### src/ccr_map.vh
// Register map, field positions, reset values and timing counts of the charge counter readout
`ifndef CCR_MAP_VH
`define CCR_MAP_VH

// ****************************************
// Register indices (byte address = 4 x index)
// ****************************************
`define CCR_IDX_FIRST_HIGH   8'h13
`define CCR_IDX_FIRST_LOW    8'h14
`define CCR_IDX_ACTIVE_HIGH  8'h15
`define CCR_IDX_ACTIVE_LOW   8'h16
`define CCR_IDX_SLEEP_HIGH   8'h17
`define CCR_IDX_SLEEP_LOW    8'h18
`define CCR_IDX_CONTROL      8'h20

// ****************************************
// Fields and reset values
// ****************************************
`define CCR_BYTE_MSB         7
`define CCR_BYTE_LSB         0
`define CCR_PRESCL_MSB       1
`define CCR_PRESCL_LSB       0
`define CCR_RST_BYTE         8'h00
`define CCR_RST_COUNT        16'h0000
`define CCR_RST_PRESCL       2'h0
`define CCR_UNMAPPED_DATA    32'h00000000

// ****************************************
// Timing: read data returned one cycle after the request is taken
// ****************************************
`define CCR_READ_LATENCY     1

`endif

### src/ccr_counter.v
// One 16-bit charge counter with pulse prescaler, hold-off and low byte snapshot
`timescale 1ns/1ns
`include "ccr_map.vh"
module ccr_counter (
   // Clock and reset
   input  wire        i_clk,
   input  wire        i_rst,
   // Pulses and prescaler
   input  wire        i_pulse,
   input  wire [1:0]  i_prescl,
   // Bus side
   input  wire        i_hold,
   input  wire        i_snap,
   // Values
   output wire [15:0] o_count,
   output wire [7:0]  o_low_shadow
);

   reg  [15:0] count_q;
   reg  [15:0] count_d;
   reg  [7:0]  pre_q;
   reg  [7:0]  pre_d;
   reg  [7:0]  shadow_q;
   wire [7:0]  group_last;

   // Group size is 2^(2*prescaler): 1, 4, 16 or 64 pulses
   assign group_last = (8'h01 << {i_prescl, 1'b0}) - 8'h01;

   always @* begin
      count_d = count_q;
      pre_d   = pre_q;
      if (i_pulse && !i_hold) begin
         if (pre_q >= group_last) begin
            pre_d   = 8'h00;
            count_d = count_q + 16'h0001;
         end else begin
            pre_d = pre_q + 8'h01;
         end
      end
   end

   always @(posedge i_clk) begin
      if (i_rst) begin
         count_q  <= `CCR_RST_COUNT;
         pre_q    <= 8'h00;
         shadow_q <= `CCR_RST_BYTE;
      end else begin
         count_q <= count_d;
         pre_q   <= pre_d;
         if (i_snap) begin
            shadow_q <= count_q[7:0];
         end
      end
   end

   assign o_count      = count_q;
   assign o_low_shadow = shadow_q;

endmodule

### src/ccr_top.v
// Charge counter readout register bank on an Avalon-MM slave
//
// Local design decision: register access over Avalon-MM.
`timescale 1ns/1ns
`include "ccr_map.vh"
module ccr_top (
   // Clock and reset
   input  wire        I_CLOCK,
   input  wire        I_RST,
   // Avalon-MM slave
   input  wire [9:0]  i_address,
   input  wire        i_read,
   input  wire        i_write,
   input  wire [31:0] i_writedata,
   input  wire [3:0]  i_byteenable,
   output reg  [31:0] o_readdata,
   output wire        o_waitrequest,
   // Converter pulse and sleep mode inputs
   input  wire        i_first_pulse,
   input  wire        i_second_pulse,
   input  wire        i_sleep_mode
);

   // ****************************************
   // Decode
   // ****************************************
   function [2:0] ctr_sel;
      input [7:0] idx;
      begin
         case (idx)
            `CCR_IDX_FIRST_HIGH,  `CCR_IDX_FIRST_LOW:  ctr_sel = 3'b001;
            `CCR_IDX_ACTIVE_HIGH, `CCR_IDX_ACTIVE_LOW: ctr_sel = 3'b010;
            `CCR_IDX_SLEEP_HIGH,  `CCR_IDX_SLEEP_LOW:  ctr_sel = 3'b100;
            default:                                   ctr_sel = 3'b000;
         endcase
      end
   endfunction

   function is_high;
      input [7:0] idx;
      begin
         is_high = (idx == `CCR_IDX_FIRST_HIGH) || (idx == `CCR_IDX_ACTIVE_HIGH)
                   || (idx == `CCR_IDX_SLEEP_HIGH);
      end
   endfunction

   wire [7:0]  idx;
   wire        word_ok;
   wire [2:0]  sel;
   wire        access;
   reg         ack_q;
   reg  [1:0]  prescl_q;
   wire [15:0] count   [0:2];
   wire [7:0]  shadow  [0:2];
   wire [2:0]  pulse;

   assign idx     = i_address[9:2];
   assign word_ok = (i_address[1:0] == 2'b00);
   assign sel     = word_ok ? ctr_sel(idx) : 3'b000;
   assign access  = i_read || i_write;

   // One wait cycle, then the answer; request is held by the master meanwhile
   assign o_waitrequest = access && !ack_q;

   // Active mode pulses go to one counter, sleep mode pulses to the other
   assign pulse[0] = i_first_pulse;
   assign pulse[1] = i_second_pulse && !i_sleep_mode;
   assign pulse[2] = i_second_pulse && i_sleep_mode;

   // ****************************************
   // Counters
   // ****************************************
   genvar g;
   generate
      for (g = 0; g < 3; g = g + 1) begin : g_ctr
         ccr_counter u_ctr (
            .i_clk        (I_CLOCK),
            .i_rst        (I_RST),
            .i_pulse      (pulse[g]),
            .i_prescl     (prescl_q),
            .i_hold       (i_read && sel[g]),
            .i_snap       (i_read && !ack_q && sel[g] && is_high(idx)),
            .o_count      (count[g]),
            .o_low_shadow (shadow[g])
         );
      end
   endgenerate

   // ****************************************
   // Bus answer and control register
   // ****************************************
   always @(posedge I_CLOCK) begin
      if (I_RST) begin
         ack_q      <= 1'b0;
         prescl_q   <= `CCR_RST_PRESCL;
         o_readdata <= `CCR_UNMAPPED_DATA;
      end else begin
         ack_q <= access && !ack_q;
         if (i_write && !ack_q && word_ok && idx == `CCR_IDX_CONTROL && i_byteenable[0]) begin
            prescl_q <= i_writedata[`CCR_PRESCL_MSB:`CCR_PRESCL_LSB];
         end
         if (i_read && !ack_q) begin
            o_readdata <= `CCR_UNMAPPED_DATA;
            if (word_ok) begin
               case (idx)
                  `CCR_IDX_FIRST_HIGH:  o_readdata[7:0] <= count[0][15:8];
                  `CCR_IDX_FIRST_LOW:   o_readdata[7:0] <= shadow[0];
                  `CCR_IDX_ACTIVE_HIGH: o_readdata[7:0] <= count[1][15:8];
                  `CCR_IDX_ACTIVE_LOW:  o_readdata[7:0] <= shadow[1];
                  `CCR_IDX_SLEEP_HIGH:  o_readdata[7:0] <= count[2][15:8];
                  `CCR_IDX_SLEEP_LOW:   o_readdata[7:0] <= shadow[2];
                  `CCR_IDX_CONTROL:     o_readdata[1:0] <= prescl_q;
                  default:              o_readdata <= `CCR_UNMAPPED_DATA;
               endcase
            end
         end
      end
   end

endmodule

### config.mk
export PLATFORM = sky130hd
export DESIGN_NAME = ccr_top
export DESIGN_NICKNAME = d
export VERILOG_FILES = /design/src/ccr_counter.v /design/src/ccr_top.v
export VERILOG_INCLUDE_DIRS = /design/src
export SDC_FILE = /design/constraint.sdc
export NUM_CORES = 1
export LEC_CHECK = 0
export ABC_AREA = 0
export BUFFER_PORTS_ARGS = -buffer_cell sky130_fd_sc_hd__buf_2
export CORE_UTILIZATION = 49
export DETAILED_ROUTE_END_ITERATION = 10
export PLACE_DENSITY = 0.73
export SLEW_MARGIN = 5
export SYNTH_ARGS = -nofsm -noshare
export SYNTH_HDL_FRONTEND = slang
export SYNTH_SLANG_ARGS = --single-unit
export TNS_END_PERCENT = 100
### constraint.sdc
create_clock -name I_CLOCK -period 2.4 [get_ports I_CLOCK]
set_input_delay 0.12 -clock I_CLOCK [delete_from_list [all_inputs] [get_ports I_CLOCK]]
set_output_delay 0.12 -clock I_CLOCK [all_outputs]
set_load 0.005 [all_outputs]
==> run summary <==
Hold-fix buffers, CTS -> 0
core area -> 12000 um2
Die Footprint -> 12800 um2
final net count -> 794
CTS clock-pin slew for the worst setup and hold paths -> 0.07 ns
minimum clock period -> 2.37 ns
total negative slack -> 0 ns
HP Class -> in -> reg
RD Place Congestion -> 0.879
clk_lat worst skew -> 0.36 ns
share of layout cells above drive strength 1 -> 0.208
via count -> 5271
drt pass-1 iters -> 5
commonest cells after routing, fill and taps aside -> 105 x dfxtp_1, 53 x nor2_1, 43 x a21oi_1
CP Depth -> 9
All-Layer GR Usage -> 0.227
synthesized instance count -> 690
fin area -> 6850 um2
largest net degree at the start of global routing -> 34
mapped cell area -> 6030 um2
worst hold slack -> 0.0642 ns
first-pass GRT wire length -> 23100 um
Area Growth Syn to Fin -> 13.5%
Vert. Die Dim -> 113 um
Worst R2R Start -> prescl_q[1]$_SDFFE_PP0P_
final worst-path setup slack -> 0.0318 ns
placed wire-length estimate -> 10100 um
Starting Density -> 0.502
flop-to-flop setup slack -> 0.03 ns
dpl cell area -> 6260 um2
Worst Skew -> 0.0137 ns
max-slew violations -> 0
reg2reg path depth -> 9
library cells used by synthesis -> 67
hold violation total from the final report -> 0
Worst Path Arrival -> 2.66 ns
main flop type after synthesis -> dfxtp_1
most common library cell in the layout ignoring fill and taps -> dfxtp_1
Routed WL -> 14400 um
Seq/Total Area, Yosys -> 0.355
DRT antenna net count -> 0
die width -> 113 um
crit path capture type -> flip-flop
fmax -> 0.422 GHz
syn_area_per_cell -> 8.74 um2
CTS sink cnt -> 107
vias per cell -> 6.02
CP max stage delay -> 0.41 ns
Rel. slew slack -> 0.616
Max-cap violations -> 0
Initial DRC Count -> 458
maximum VDD drop -> 0.315 mV
H-tree depth -> 3
Buffers on Ports -> 28
crit share post-route -> 0.987
Crit Path Category -> reg -> reg
Yosys Warn Count -> 0
cell at the slowest stage of the critical path -> o31a_4
Top Family by Delay on Critical Path -> simple AND/OR/NAND/NOR gates
worst path bufs/invs -> 2
Max clock buf depth -> 2
GR Overflow Total -> 0
total CTS buffers -> 9
hold endpoint -> ack_q$_SDFF_PP0_
final setup vio count -> 0
CTS tree -> done
Worst EP required -> 2.69 ns
min-delay src -> i_write
CP cell instances -> or2_4, ha_4, nand2b_4, mux2i_1, o31a_4, clkbuf_16, buf_4, or3_4, a21oi_2
RSZ-0062 raised after global routing -> yes
Least-Margin Pin Slew -> 0.576 ns
CTS Root Cell -> clkbuf_16
EDFF count, synth -> 0
Setup crit start kind -> flip-flop
row count -> 40
outcome -> finished clean
WL/cell -> 16.4 um
Critical Path Fanout Max -> 6
post-layout instance count excluding filler cells -> 875
Crit Reg-Reg Endpoint -> g_ctr[1].u_ctr.o_count[5]$_SDFFE_PP0P_
Place WS -> -0.156 ns
pwr/cell area -> 531 nW/um2
Pwr Total -> 3.63 mW
Top-Level Pins -> 86
Layout Utilization -> 0.570
ys async rst share -> 0
vias in the first global route -> 4841
placed insts -> 846
Pleak -> 2.56 nW
hold depth -> 3
initial antenna violation count -> 1
Yosys reg bits -> 107
DR DRC count -> 0
-- cell type report --
cell class / instances / area, um2
inverters: 11 / 43.8
well taps: 147 / 184
repair buffers: 67 / 502
clock inverters: 5 / 85.1
diodes: 1 / 2.50
multi-input cells: 526 / 3640
clock buffers: 11 / 243
fillers: 1044 / 5160
flip-flops and latches: 107 / 2150
-- metal layers --
metal | up-vias | wire length (um) | GRT usage
met5 | - | 0 | 0
met4 | 0 | 440 | 0.119
met3 | 33 | 661 | 0.0354
met2 | 144 | 6860 | 0.386
met1 | 2512 | 6420 | 0.277
li1 | 2582 | - | -
-- flip-flops by register name, summed over array words and instances, names as in the netlist --
name,flops
ack_q,1
g_ctr.u_ctr.pre_q,24
g_ctr.u_ctr.o_count,48
g_ctr.u_ctr.o_low_shadow,24
o_readdata,8
prescl_q,2
-- report_power, final --
group	internal, mW	switching (mW)
logic	0.0663	0.135
registers	1.78	0.0147
clock network	0.950	0.686
-- cell families (layout without fill, tap and decap cells) --
family	after synthesis	count (layout)	share of synthesized area
AO/OA/AOI/OAI	147	147	0.168
XOR/XNOR	12	12	0.0187
adder cells (fa/ha/maj)	19	19	0.0394
buffers and inverters	80	94	0.0796
flip-flops	107	107	0.355
multiplexers	45	45	0.0855
other	1	25	0.000622
AND/OR/NAND/NOR	279	279	0.253
-- worst min-delay path, cell delays in order --
cell	delay, ns
buf_2	0.09
nor2_1	0.05
nor3_1	0.11
-- worst max path at each step --
stage | start | to | slack (ns)
floorplan | prescl_q[1]$_SDFFE_PP0P_ | g_ctr[1].u_ctr.o_count[3]$_SDFFE_PP0P_ | -0.03
global placement | prescl_q[1]$_SDFFE_PP0P_ | g_ctr[2].u_ctr.o_count[15]$_SDFFE_PP0P_ | -0.06
detailed placement | prescl_q[1]$_SDFFE_PP0P_ | g_ctr[1].u_ctr.o_count[3]$_SDFFE_PP0P_ | -0.16
CTS | prescl_q[1]$_SDFFE_PP0P_ | g_ctr[1].u_ctr.o_count[3]$_SDFFE_PP0P_ | -0.004
global route | prescl_q[1]$_SDFFE_PP0P_ | g_ctr[1].u_ctr.o_count[14]$_SDFFE_PP0P_ | -0.06
finish | prescl_q[1]$_SDFFE_PP0P_ | g_ctr[1].u_ctr.o_count[5]$_SDFFE_PP0P_ | 0.03
-- synthesized netlist by cell type, types with 3 or more instances --
| library cell | n | area share |
|---|---|---|
| buf_4 | 28 | 0.035 |
| mux2i_1 | 29 | 0.048 |
| a221o_1 | 6 | 0.010 |
| or4_1 | 28 | 0.035 |
| buf_1 | 6 | 0.0037 |
| and2_1 | 5 | 0.0052 |
| dfxtp_1 | 107 | 0.36 |
| o31ai_1 | 26 | 0.032 |
| inv_1 | 11 | 0.0068 |
| nand2_1 | 40 | 0.025 |
| and3_1 | 12 | 0.012 |
| nor2_1 | 54 | 0.034 |
| mux2_2 | 11 | 0.021 |
| nor3_1 | 30 | 0.025 |
| clkbuf_1 | 18 | 0.011 |
| nor3_2 | 4 | 0.0066 |
| o21bai_1 | 3 | 0.0037 |
| ha_1 | 19 | 0.039 |
| a31oi_1 | 6 | 0.0062 |
| xor2_1 | 11 | 0.016 |
| nand3_1 | 39 | 0.032 |
| mux4_2 | 4 | 0.015 |
| nand3b_1 | 3 | 0.0037 |
| a22o_1 | 8 | 0.012 |
| a21oi_2 | 8 | 0.012 |
| a21oi_1 | 46 | 0.038 |
| nand2b_1 | 3 | 0.0031 |
| or3_1 | 12 | 0.012 |
| nand4_1 | 16 | 0.017 |
| nor2b_1 | 11 | 0.011 |
| buf_2 | 9 | 0.0075 |
| a22oi_1 | 8 | 0.010 |
| o21ai_0 | 18 | 0.015 |
| buf_6 | 7 | 0.013 |
-- what timing repair did --
| item | CTS | global route |
|---|---|---|
| cloned | 0 | 4 |
| resized for setup | 12 | 21 |
| pin swaps | 2 | 21 |
| setup buffers | 1 | 7 |
| endpoints found under the setup margin | 54 | 36 |
Note: power is estimated with default switching activity, not from simulation.
